`src/design/rte_pkg.sv`:
```
// Shared constants and types for the exception reply and reply timing block
package rte_pkg;
  // Register indices on the plain register port
  localparam logic [1:0] REG_REPLY_INTERVAL = 2'h0;
  localparam logic [1:0] REG_BAUD_SELECT    = 2'h1;
  localparam logic [1:0] REG_LAST_ERROR     = 2'h2;
  localparam logic [1:0] REG_STATUS         = 2'h3;
  // Reset values and interval limit
  localparam logic [6:0] REPLY_INTERVAL_RST = 7'h01;
  localparam logic [6:0] REPLY_INTERVAL_MAX = 7'h64;
  localparam logic [2:0] BAUD_SELECT_RST    = 3'h2;
  // Status field positions
  localparam int STATUS_BUSY_BIT = 0;
  localparam int STATUS_EXC_BIT  = 1;
  // Frame constants
  localparam logic [7:0]  BROADCAST_ADDR  = 8'h00;
  localparam logic [7:0]  EXC_FC_OFFSET   = 8'h80;
  localparam logic [15:0] CRC_INIT        = 16'hFFFF;
  localparam logic [15:0] CRC_POLY        = 16'hA001;
  localparam logic [2:0]  EXC_LAST_INDEX  = 3'h4;
  localparam logic [15:0] WORD_COUNT_MIN  = 16'h0001;
  localparam logic [15:0] WORD_COUNT_MAX  = 16'h0032;
  // Subcodes
  localparam logic [7:0] SUB_BAD_FC      = 8'h01;
  localparam logic [7:0] SUB_BAD_ADDRESS = 8'h02;
  localparam logic [7:0] SUB_BAD_DATA    = 8'h03;
  localparam logic [7:0] SUB_NAK         = 8'h07;
  // Timing, each in its own unit
  localparam int CLK_PERIOD_NS     = 100;
  localparam int MS_NS             = 1000000;
  localparam int MS_CYCLES         = (MS_NS + CLK_PERIOD_NS - 1) / CLK_PERIOD_NS;
  localparam int INTERVAL_UNIT_MS  = 10;
  localparam int GAP_2400_MS       = 15;
  localparam int GAP_4800_MS       = 10;
  localparam int GAP_FAST_MS       = 5;
  localparam int READ_GROUP_WORDS  = 8;
  localparam int READ_STEP_MS      = 5;
  localparam int READ_SPAN_MS      = 5;
  localparam int WRITE_STEP_MS     = 20;
  localparam int WRITE_TOP_MS      = 10;
  localparam int DIAG_PROC_MS      = 10;
  localparam int EXC_PROC_MS       = 5;
  localparam int FULL_INIT_MS      = 5000;
  localparam int PART_INIT_MS      = 500;
  // Initialisation kind carried by a write
  typedef enum logic [1:0] {
    RTE_INIT_NONE,
    RTE_INIT_PARTIAL,
    RTE_INIT_FULL
  } rte_init_type;
  // Parsed query as handed over by the frame receiver
  typedef struct packed {
    logic [7:0]   station;
    logic [7:0]   func;
    logic         supported;
    logic         is_read;
    logic         is_write;
    logic         is_diag;
    logic [15:0]  subfunc;
    logic [15:0]  word_count;
    logic         first_item_ok;
    logic         data_in_range;
    logic         write_protected;
    logic         run_locked;
    logic         exempt_command;
    rte_init_type init_kind;
  } rte_query_type;
endpackage

```
`src/design/rte_top.sv`:
```
// Query checking, exception reply generation and reply timing
//
// The address-and-strobe port and the placing of the registers were chosen for this implementation.
`timescale 1ns/10ps

// Behaviour
// Improper query is not executed, exception sent
// Exception reply echoes query station address
// Exception function is function plus 80h; functions above 80h are sent back unchanged
// Unsupported function gives subcode 1 first
// Bad first parameter gives subcode 2
// Later unused items read zero, writes skipped
// Word count outside 1..50 gives subcode 2
// Nonzero diagnostic subfunction gives subcode 2
// Write data out of range gives subcode 3
// Write without link permission gives subcode 7
// Protected or running-locked write gives subcode 7
// Undervoltage refuses non-exempt writes with 7
// Sent subcode latched as last error code
// Reply delay is largest of three times
// Interval 0.00..1.00 s, reset 0.01 s
// Gap 15, 10 or 5 ms by baud
// Read time int((n-1)/8)*5 plus up to 5
// Write time n*20+5 to n*20+10 ms
// Full initialisation write allowed 5 s
// Partial or motor-constant initialisation 500 ms
// Diagnostic query processing takes 10 ms
// Host waits for reply, retries after timeout
// Host timeout exceeds worst reply time
// Host limits retries, about three
// Broadcast queries never get any reply
// Host keeps character gaps within three characters
// Exception reply ends with CRC-16 check field
module rte_top #(
  parameter int MS_CYCLES_P = rte_pkg::MS_CYCLES
) (
  // Clock and reset
  input  wire logic                   clk_i,
  input  wire logic                   reset_n_i,
  // Parsed query from the frame receiver
  input  wire logic                   q_valid_i,
  input  wire rte_pkg::rte_query_type q_i,
  // Loose settings and drive state
  input  wire logic                   link_write_grant_i,
  input  wire logic                   drive_running_i,
  input  wire logic                   undervoltage_i,
  // Per-item check during execution
  input  wire logic                   item_req_i,
  input  wire logic                   item_unused_i,
  input  wire logic                   item_is_read_i,
  output logic                        item_zero_o,
  output logic                        item_skip_o,
  // Execution and reply timing
  output logic                        exec_o,
  output logic                        reply_start_o,
  output logic                        busy_o,
  // Exception byte stream
  input  wire logic                   tx_ready_i,
  output logic [7:0]                  tx_data_o,
  output logic                        tx_valid_o,
  output logic                        tx_last_o,
  // Register port
  input  wire logic [1:0]             reg_addr_i,
  input  wire logic [7:0]             reg_wdata_i,
  input  wire logic                   reg_wr_i,
  input  wire logic                   reg_rd_i,
  output logic [7:0]                  reg_rdata_o
);

  typedef enum logic [1:0] {
    RTE_IDLE,
    RTE_WAIT,
    RTE_SEND
  } rte_state_type;

  localparam int GROUP_SHIFT = $clog2(rte_pkg::READ_GROUP_WORDS);

  rte_state_type state;
  logic [6:0]    reply_interval;
  logic [2:0]    baud_select;
  logic [7:0]    last_comm_error_code;
  logic [7:0]    exc_station;
  logic [7:0]    exc_func;
  logic [7:0]    exc_code;
  logic [15:0]   exc_crc;
  logic          exc_pending;
  logic [2:0]    byte_index;
  logic [12:0]   remain_ms;
  logic [13:0]   prescale;
  logic [12:0]   loaded_ms;

  logic          accept;
  logic [7:0]    next_code;
  logic [12:0]   next_delay_ms;

  function automatic logic [15:0] crc_byte(input logic [15:0] crc, input logic [7:0] b);
    logic [15:0] c;
    c = crc ^ {8'h00, b};
    for (int i = 0; i < 8; i++) begin
      c = c[0] ? ((c >> 1) ^ rte_pkg::CRC_POLY) : (c >> 1);
    end
    return c;
  endfunction

  function automatic logic [7:0] exc_fc(input logic [7:0] fc);
    return (fc > rte_pkg::EXC_FC_OFFSET) ? fc : 8'(fc + rte_pkg::EXC_FC_OFFSET);
  endfunction

  function automatic logic [12:0] gap_ms(input logic [2:0] sel);
    if (sel == 3'h0) begin
      return 13'(rte_pkg::GAP_2400_MS);
    end else if (sel == 3'h1) begin
      return 13'(rte_pkg::GAP_4800_MS);
    end else begin
      return 13'(rte_pkg::GAP_FAST_MS);
    end
  endfunction

  function automatic logic [12:0] max13(input logic [12:0] a, input logic [12:0] b);
    return (a > b) ? a : b;
  endfunction

  // Processing time uses the upper bound so the reply never starts early
  function automatic logic [12:0] proc_ms(input rte_pkg::rte_query_type q, input logic err);
    logic [15:0] n;
    n = (q.word_count == 16'h0000) ? 16'h0001 : q.word_count;
    if (err) begin
      return 13'(rte_pkg::EXC_PROC_MS);
    end else if (q.is_diag) begin
      return 13'(rte_pkg::DIAG_PROC_MS);
    end else if (q.is_write && q.init_kind == rte_pkg::RTE_INIT_FULL) begin
      return 13'(rte_pkg::FULL_INIT_MS);
    end else if (q.is_write && q.init_kind == rte_pkg::RTE_INIT_PARTIAL) begin
      return 13'(rte_pkg::PART_INIT_MS);
    end else if (q.is_write) begin
      return 13'(n[6:0] * rte_pkg::WRITE_STEP_MS + rte_pkg::WRITE_TOP_MS);
    end else begin
      return 13'(((n - 16'h0001) >> GROUP_SHIFT) * rte_pkg::READ_STEP_MS
                 + rte_pkg::READ_SPAN_MS);
    end
  endfunction

  assign accept = q_valid_i && (state == RTE_IDLE);

  // Subcode priority: function, address, permission, data, protection
  always_comb begin
    next_code = 8'h00;
    if (!q_i.supported) begin
      next_code = rte_pkg::SUB_BAD_FC;
    end else if (!q_i.first_item_ok) begin
      next_code = rte_pkg::SUB_BAD_ADDRESS;
    end else if ((q_i.is_read || q_i.is_write) && (q_i.word_count < rte_pkg::WORD_COUNT_MIN
                 || q_i.word_count > rte_pkg::WORD_COUNT_MAX)) begin
      next_code = rte_pkg::SUB_BAD_ADDRESS;
    end else if (q_i.is_diag && q_i.subfunc != 16'h0000) begin
      next_code = rte_pkg::SUB_BAD_ADDRESS;
    end else if (q_i.is_write && !link_write_grant_i) begin
      next_code = rte_pkg::SUB_NAK;
    end else if (q_i.is_write && !q_i.data_in_range) begin
      next_code = rte_pkg::SUB_BAD_DATA;
    end else if (q_i.is_write && (q_i.write_protected || (q_i.run_locked && drive_running_i))) begin
      next_code = rte_pkg::SUB_NAK;
    end else if (q_i.is_write && undervoltage_i && !q_i.exempt_command) begin
      next_code = rte_pkg::SUB_NAK;
    end
  end

  always_comb begin
    next_delay_ms = max13(13'(reply_interval * rte_pkg::INTERVAL_UNIT_MS),
                          max13(gap_ms(baud_select), proc_ms(q_i, next_code != 8'h00)));
  end

  // Query acceptance and reply sequencing
  always_ff @(posedge clk_i or negedge reset_n_i) begin
    if (!reset_n_i) begin
      state       <= RTE_IDLE;
      exc_pending <= 1'b0;
      exc_station <= 8'h00;
      exc_func    <= 8'h00;
      exc_code    <= 8'h00;
      exc_crc     <= 16'h0000;
      exec_o      <= 1'b0;
      loaded_ms   <= 13'h0000;
    end else begin
      exec_o <= 1'b0;
      case (state)
        RTE_IDLE: begin
          if (accept) begin
            exec_o      <= (next_code == 8'h00);
            exc_pending <= (next_code != 8'h00) && (q_i.station != rte_pkg::BROADCAST_ADDR);
            exc_station <= q_i.station;
            exc_func    <= exc_fc(q_i.func);
            exc_code    <= next_code;
            exc_crc     <= crc_byte(crc_byte(crc_byte(rte_pkg::CRC_INIT, q_i.station),
                                             exc_fc(q_i.func)), next_code);
            loaded_ms   <= next_delay_ms;
            if (q_i.station != rte_pkg::BROADCAST_ADDR) begin
              state <= RTE_WAIT;
            end
          end
        end
        RTE_WAIT: begin
          if (remain_ms == 13'h0000) begin
            state <= exc_pending ? RTE_SEND : RTE_IDLE;
          end
        end
        RTE_SEND: begin
          if (tx_ready_i && tx_last_o) begin
            state       <= RTE_IDLE;
            exc_pending <= 1'b0;
          end
        end
        default: state <= RTE_IDLE;
      endcase
    end
  end

  // Millisecond countdown; prescaler restarts on each query
  always_ff @(posedge clk_i or negedge reset_n_i) begin
    if (!reset_n_i) begin
      remain_ms <= 13'h0000;
      prescale  <= 14'h0000;
    end else if (accept) begin
      remain_ms <= next_delay_ms;
      prescale  <= 14'h0000;
    end else if (state == RTE_WAIT && remain_ms != 13'h0000) begin
      if (prescale == 14'(MS_CYCLES_P - 1)) begin
        prescale  <= 14'h0000;
        remain_ms <= remain_ms - 13'h0001;
      end else begin
        prescale <= prescale + 14'h0001;
      end
    end
  end

  // Exception byte stream
  always_ff @(posedge clk_i or negedge reset_n_i) begin
    if (!reset_n_i) begin
      byte_index <= 3'h0;
      tx_valid_o <= 1'b0;
      tx_last_o  <= 1'b0;
      tx_data_o  <= 8'h00;
    end else if (state == RTE_WAIT && remain_ms == 13'h0000 && exc_pending) begin
      byte_index <= 3'h0;
      tx_valid_o <= 1'b1;
      tx_last_o  <= 1'b0;
      tx_data_o  <= exc_station;
    end else if (tx_valid_o && tx_ready_i) begin
      if (tx_last_o) begin
        tx_valid_o <= 1'b0;
        tx_last_o  <= 1'b0;
        tx_data_o  <= 8'h00;
      end else begin
        byte_index <= byte_index + 3'h1;
        tx_last_o  <= (byte_index + 3'h1 == rte_pkg::EXC_LAST_INDEX);
        case (byte_index)
          3'h0:    tx_data_o <= exc_func;
          3'h1:    tx_data_o <= exc_code;
          3'h2:    tx_data_o <= exc_crc[7:0];
          default: tx_data_o <= exc_crc[15:8];
        endcase
      end
    end
  end

  // Timing pulse and busy flag
  always_ff @(posedge clk_i or negedge reset_n_i) begin
    if (!reset_n_i) begin
      reply_start_o <= 1'b0;
      busy_o        <= 1'b0;
    end else begin
      reply_start_o <= (state == RTE_WAIT) && (remain_ms == 13'h0000) && !exc_pending;
      busy_o        <= (state != RTE_IDLE) || accept;
    end
  end

  // Unused later items never raise an error
  always_ff @(posedge clk_i or negedge reset_n_i) begin
    if (!reset_n_i) begin
      item_zero_o <= 1'b0;
      item_skip_o <= 1'b0;
    end else begin
      item_zero_o <= item_req_i && item_unused_i && item_is_read_i;
      item_skip_o <= item_req_i && item_unused_i && !item_is_read_i;
    end
  end

  // Last error code follows each exception actually started
  always_ff @(posedge clk_i or negedge reset_n_i) begin
    if (!reset_n_i) begin
      last_comm_error_code <= 8'h00;
    end else if (state == RTE_WAIT && remain_ms == 13'h0000 && exc_pending) begin
      last_comm_error_code <= exc_code;
    end
  end

  // Settings registers; oversize interval clamps to one second
  always_ff @(posedge clk_i or negedge reset_n_i) begin
    if (!reset_n_i) begin
      reply_interval <= rte_pkg::REPLY_INTERVAL_RST;
      baud_select    <= rte_pkg::BAUD_SELECT_RST;
    end else if (reg_wr_i) begin
      if (reg_addr_i == rte_pkg::REG_REPLY_INTERVAL) begin
        reply_interval <= (reg_wdata_i > {1'b0, rte_pkg::REPLY_INTERVAL_MAX}) ?
                          rte_pkg::REPLY_INTERVAL_MAX : reg_wdata_i[6:0];
      end else if (reg_addr_i == rte_pkg::REG_BAUD_SELECT) begin
        baud_select <= reg_wdata_i[2:0];
      end
    end
  end

  always_ff @(posedge clk_i or negedge reset_n_i) begin
    if (!reset_n_i) begin
      reg_rdata_o <= 8'h00;
    end else if (!reg_rd_i) begin
      reg_rdata_o <= 8'h00;
    end else if (reg_addr_i == rte_pkg::REG_REPLY_INTERVAL) begin
      reg_rdata_o <= {1'b0, reply_interval};
    end else if (reg_addr_i == rte_pkg::REG_BAUD_SELECT) begin
      reg_rdata_o <= {5'h00, baud_select};
    end else if (reg_addr_i == rte_pkg::REG_LAST_ERROR) begin
      reg_rdata_o <= last_comm_error_code;
    end else begin
      reg_rdata_o <= (8'(exc_pending) << rte_pkg::STATUS_EXC_BIT)
                     | (8'(state != RTE_IDLE) << rte_pkg::STATUS_BUSY_BIT);
    end
  end

  a_broadcast_silent: assert property (@(posedge clk_i) disable iff (!reset_n_i)
    accept && q_i.station == rte_pkg::BROADCAST_ADDR |=> (state == RTE_IDLE && !tx_valid_o)[*2])
    else $error("broadcast query left idle");
  a_fc_sub_one: assert property (@(posedge clk_i) disable iff (!reset_n_i)
    accept && !q_i.supported && q_i.station != 8'h00 |=> exc_code == 8'h01 && !exec_o)
    else $error("unsupported function not subcode 1");
  a_count_sub_two: assert property (@(posedge clk_i) disable iff (!reset_n_i)
    accept && q_i.supported && q_i.first_item_ok && q_i.is_read && q_i.word_count > 16'h0032
    |=> exc_code == 8'h02)
    else $error("bad word count not subcode 2");
  a_fc_echo_byte: assert property (@(posedge clk_i) disable iff (!reset_n_i)
    tx_valid_o && byte_index == 3'h1 && !tx_last_o |-> tx_data_o == exc_func && exc_func[7])
    else $error("exception function byte wrong");
  a_err_latched: assert property (@(posedge clk_i) disable iff (!reset_n_i)
    $rose(tx_valid_o) |-> last_comm_error_code == exc_code && tx_data_o == exc_station)
    else $error("last error not latched at exception start");
  a_delay_floor: assert property (@(posedge clk_i) disable iff (!reset_n_i)
    accept |=> loaded_ms >= gap_ms(baud_select)
               && loaded_ms >= 13'(reply_interval * 10))
    else $error("reply delay below a floor");
  a_no_early_reply: assert property (@(posedge clk_i) disable iff (!reset_n_i)
    reply_start_o |-> $past(state) == RTE_WAIT && $past(remain_ms) == 13'h0000)
    else $error("reply started before delay");
  a_item_zero: assert property (@(posedge clk_i) disable iff (!reset_n_i)
    item_req_i && item_unused_i |=> (item_zero_o ^ item_skip_o) ##1 !item_zero_o || item_req_i)
    else $error("unused item not handled");
  a_rdata_once: assert property (@(posedge clk_i) disable iff (!reset_n_i)
    reg_rd_i && reg_addr_i == rte_pkg::REG_LAST_ERROR |=> reg_rdata_o == last_comm_error_code)
    else $error("last error read wrong");

endmodule

```
`config.mk`:
```
export PLATFORM = sky130hd
export DESIGN_NAME = rte_top
export DESIGN_NICKNAME = d
export VERILOG_FILES = /design/src/design/rte_pkg.sv /design/src/design/rte_top.sv
export SDC_FILE = /design/constraint.sdc
export NUM_CORES = 1
export LEC_CHECK = 0
export CAP_MARGIN = 10
export CORE_MARGIN = 10
export CORE_UTILIZATION = 50
export DETAILED_ROUTE_END_ITERATION = 8
export DONT_BUFFER_PORTS = 1
export REMOVE_ABC_BUFFERS = 1
export SETUP_SLACK_MARGIN = 0.1
export SLEW_MARGIN = 20
export SYNTH_ARGS = -nofsm -noshare
export SYNTH_HDL_FRONTEND = slang
export SYNTH_SLANG_ARGS = --single-unit
```
`constraint.sdc`:
```
create_clock -name clk_i -period 11.7 [get_ports clk_i]
set_input_delay 1.17 -clock clk_i [delete_from_list [all_inputs] [get_ports clk_i]]
set_output_delay 1.17 -clock clk_i [all_outputs]
set_load 0.02 [all_outputs]
```
==> summary.json <==
{
  "yosys_register_bits": {"value": 103},
  "io-pin-count": {"value": 104},
  "slew-limit-headroom": {"value": 0.4680},
  "worst_setup_hold_path_clk_slew": {"value": 0.07, "unit": "ns"},
  "antenna_left": {"value": 0},
  "die_w": {"value": 145.1, "unit": "um"},
  "multiInputGateArea": {"value": 0.004986, "unit": "mm2"},
  "finalWorstPathRequiredPeriod": {"value": 7.232, "unit": "ns"},
  "port_buffer_count": {"value": 0},
  "dr.first_iter.drc_count": {"value": 442},
  "ys_async_sr_fraction": {"value": 1.000},
  "endpoint_arrival_time_on_the_critical_path": {"value": 7.48, "unit": "ns"},
  "syn_area": {"value": 0.007823, "unit": "mm2"},
  "global_route_wire_length_before_repair": {"value": 33800, "unit": "um"},
  "cts_buffer_depth": {"value": 2},
  "post-cts-setup-buffers": {"value": 0},
  "postCtsResizedCells": {"value": 0},
  "cts_hold_repair.buffers": {"value": 0},
  "core_region_area": {"value": 0.01526, "unit": "mm2"},
  "clock-root-buffer": {"value": "clkbuf_16"},
  "synth_flop_cell": {"value": "dfrtp_1"},
  "effective_utilization_at_floorplan": {"value": 0.5127},
  "critPathSlowestCell": {"value": "or3_1"},
  "worst-path-max-fanout": {"value": 8},
  "die_h": {"value": 145.1, "unit": "um"},
  "cts_max_level": {"value": 3},
  "synth_cell_types": {"value": 78},
  "max_freq": {"value": 138.3, "unit": "MHz"},
  "synthesis.instances": {"value": 906},
  "global_route.usage.total": {"value": 0.1897},
  "status": {"value": "finished clean"},
  "residual_overflow_from_global_routing": {"value": 0},
  "post_synth_edffs": {"value": 0},
  "cts_tree": {"value": "yes"},
  "power-per-cell-area": {"value": 113.6, "unit": "mW/mm2"},
  "nets": {"value": 1047},
  "num_antenna_cells": {"value": 0},
  "firstDrtPassIters": {"value": 5},
  "n_fill_cell": {"value": 1398},
  "min-delay-path-class": {"value": "flop to flop"},
  "syn_area_per_cell": {"value": 8.634, "unit": "um2"},
  "maximum_number_of_pins_on_one_net_before_global_route_repair": {"value": 104},
  "dieArea": {"value": 0.02105, "unit": "mm2"},
  "place.gp.congestion": {"value": 0.8954},
  "drcViolationCount": {"value": 0},
  "number_of_global_route_vias_before_repair": {"value": 6592},
  "post-layout-total-power": {"value": 940.1, "unit": "uW"},
  "vdd_drop_max": {"value": 63.37, "unit": "uV"},
  "final.setup_skew": {"value": 0.008746, "unit": "ns"},
  "cts-buffers-inserted": {"value": 9},
  "antenna_found_initial": {"value": 0},
  "worst_path_most_repeated_cell": {"value": "ha_1"},
  "power.static_leakage": {"value": 3.675, "unit": "nW"},
  "post-route-worst-setup-slack": {"value": 4.468, "unit": "ns"},
  "setup.worst_path.end_class": {"value": "flop"},
  "detail_route.wl_per_cell": {"value": 18.35, "unit": "um"},
  "timing_max_transition_violations_final": {"value": 0},
  "crit_path_start_kind": {"value": "primary input"},
  "synth_warnings": {"value": 0},
  "critPathTopFamily": {"value": "simple AND/OR/NAND/NOR gates"},
  "post_route_cells_drive_above_1_share": {"value": 0.06173},
  "fp-row-count": {"value": 45},
  "rsz_0062_raised_after_global_routing": {"value": "false"},
  "finalCritPeriodShare": {"value": 0.6181},
  "clk_latency": {"value": 0.35, "unit": "ns"},
  "synth-seq-area-share": {"value": 0.3298},
  "via_count": {"value": 6565},
  "final_layout_worst_hold_slack": {"value": 0.4765, "unit": "ns"},
  "numClockSinks": {"value": 103},
  "final_hold_viol_count": {"value": 0},
  "post_place_setup_slack": {"value": 4.158, "unit": "ns"},
  "setup_tns": {"value": 0, "unit": "ns"},
  "timing.critical_path.slowest_cell_delay": {"value": 0.49, "unit": "ns"},
  "area_taken_by_flip_flops_and_latches": {"value": 0.002580, "unit": "mm2"},
  "vias_per_cell": {"value": 5.957},
  "critical_path.n_buffers_inverters": {"value": 0},
  "timing.max_cap.violations": {"value": 0},
  "worst-slew-pin-transition": {"value": 0.7908, "unit": "ns"},
  "areaGrowthSynthToFinish": {"value": 5.806, "unit": "%"},
  "worstPathRequired": {"value": 11.95, "unit": "ns"},
  "drt-total-wl": {"value": 20230, "unit": "um"},
  "detailedPlacementHpwl": {"value": 15970, "unit": "um"},
  "count_of_endpoints_failing_setup_in_the_final_report": {"value": 0},
  "setup.worst_path.class": {"value": "primary input to flop"}
}
==> kinds of logic after synthesis <==
kind of cell | share of synthesized area
AND/OR/NAND/NOR | 0.2127
AO/OA/AOI/OAI | 0.1987
flip-flops | 0.3298
adder cells (fa/ha/maj) | 0.1299
buffers and inverters | 0.03391
XOR/XNOR | 0.07182
multiplexers | 0.02271
other | 0.0004794
==> cell usage in the layout (no fill, tap or decap), types with 8 or more instances in the layout <==
cell	Yosys	routed
a21o_1	14	14
nand3_1	13	13
ha_1	78	78
clkbuf_16	0	9
xor2_1	19	19
and2_1	8	8
o21ai_0	88	88
and3_1	18	18
nor3_1	16	16
xnor2_1	40	40
a21oi_1	33	33
inv_1	35	35
o21a_1	10	10
nor4_1	9	9
nor2b_1	14	14
nor2_1	69	69
a222oi_1	8	8
nand2_1	137	136
mux2_2	8	8
dfrtp_1	101	101
==> area by class of cell <==
| type | count | share of cell area |
|---|---|---|
| Sequential cell | 103 | 0.3117 |
| Multi-Input combinational cell | 734 | 0.6024 |
| Clock buffer | 13 | 0.03023 |
| Timing Repair Buffer | 3 | 0.002721 |
| Inverter | 35 | 0.01587 |
| Clock inverter | 3 | 0.005140 |
| Tap cell | 211 | 0.03190 |
==> final timing paths <==
path                                 from        endpoint  slack (ns)  cells past startpoint
max                                q_i[8]    remain_ms[3]        4.47                     25
min                           exc_func[6]     exc_func[6]        0.48                      2
max in group asynchronous       reset_n_i  baud_select[1]       10.94                      0
max reg2reg                baud_select[2]    remain_ms[3]        6.70                     21
min in group asynchronous       reset_n_i  exc_station[5]        0.51                      0
min reg2reg                   exc_func[6]     exc_func[6]        0.48                      2
==> synthesized netlist by cell type, types with 6 or more instances <==
library cell  count  area, um2
dfrtp_1         101       2527
a22o_1            7      61.31
o21a_1           10      75.07
mux2_2            8      90.09
or3_1             6      37.54
o211ai_1          7      52.55
clkbuf_1         29      108.9
inv_1            35      131.4
a211oi_1          6      45.04
nand3_1          13      65.06
a21oi_1          33      165.2
nor4_1            9      56.30
nand2_1         137      514.2
nand4_1           6      37.54
o21ai_0          88      440.4
and3_1           18      112.6
or2_2             7      43.79
a311oi_1          6      52.55
xnor2_1          40      350.3
nor2b_1          14      87.58
nor2_1           69      259.0
nand2b_1          7      43.79
and2_1            8      50.05
a222oi_1          8      80.08
a21o_1           14      105.1
xor2_1           19      166.4
ha_1             78      975.9
nor3_2            6      60.06
nor3_1           16      80.08
nand3b_1          7      52.55
==> routing by layer <==
layer	vias to the layer above	part of all wire	track usage	wire length, um
met2	151	0.48	0.3149	9748
met3	29	0.049	0.03632	1001
met4	0	0.018	0.06168	374
met5	-	0	0	0
met1	3165	0.45	0.2427	9100
li1	3220	-	-	-
==> where the power goes <==
group          internal (mW)  switching, mW  total (mW)  leakage, nW
combinational          0.118          0.150       0.268         2.21
sequential             0.363         0.0110       0.374         1.33
clock                  0.172          0.126       0.297        0.140
==> registers in the layout (all words and copies together) (netlist names), 2 cells and up <==
name	cells
reply_interval	7
exc_station	8
prescale	14
remain_ms	13
exc_crc	16
exc_func	8
exc_code	3
byte_index	3
last_comm_error_code	3
state	2
tx_data_o	8
reg_rdata_o	7
baud_select	3
==> stage by stage <==
stage,utilization,std cells,cell area [um2]
floorplan,-,872,7689
global placement,0.5232,1086,7984
detailed placement,0.5232,1086,7984
CTS,0.5424,1102,8277
global route,0.5424,1102,8277
finish,0.5424,1102,8277
==> worst min-delay path, stage by stage (launching register included) <==
cell,delay (ns)
dfrtp_1,0.34
nand2_1,0.05
nand2_1,0.06
(Power assumes the default switching activity.)
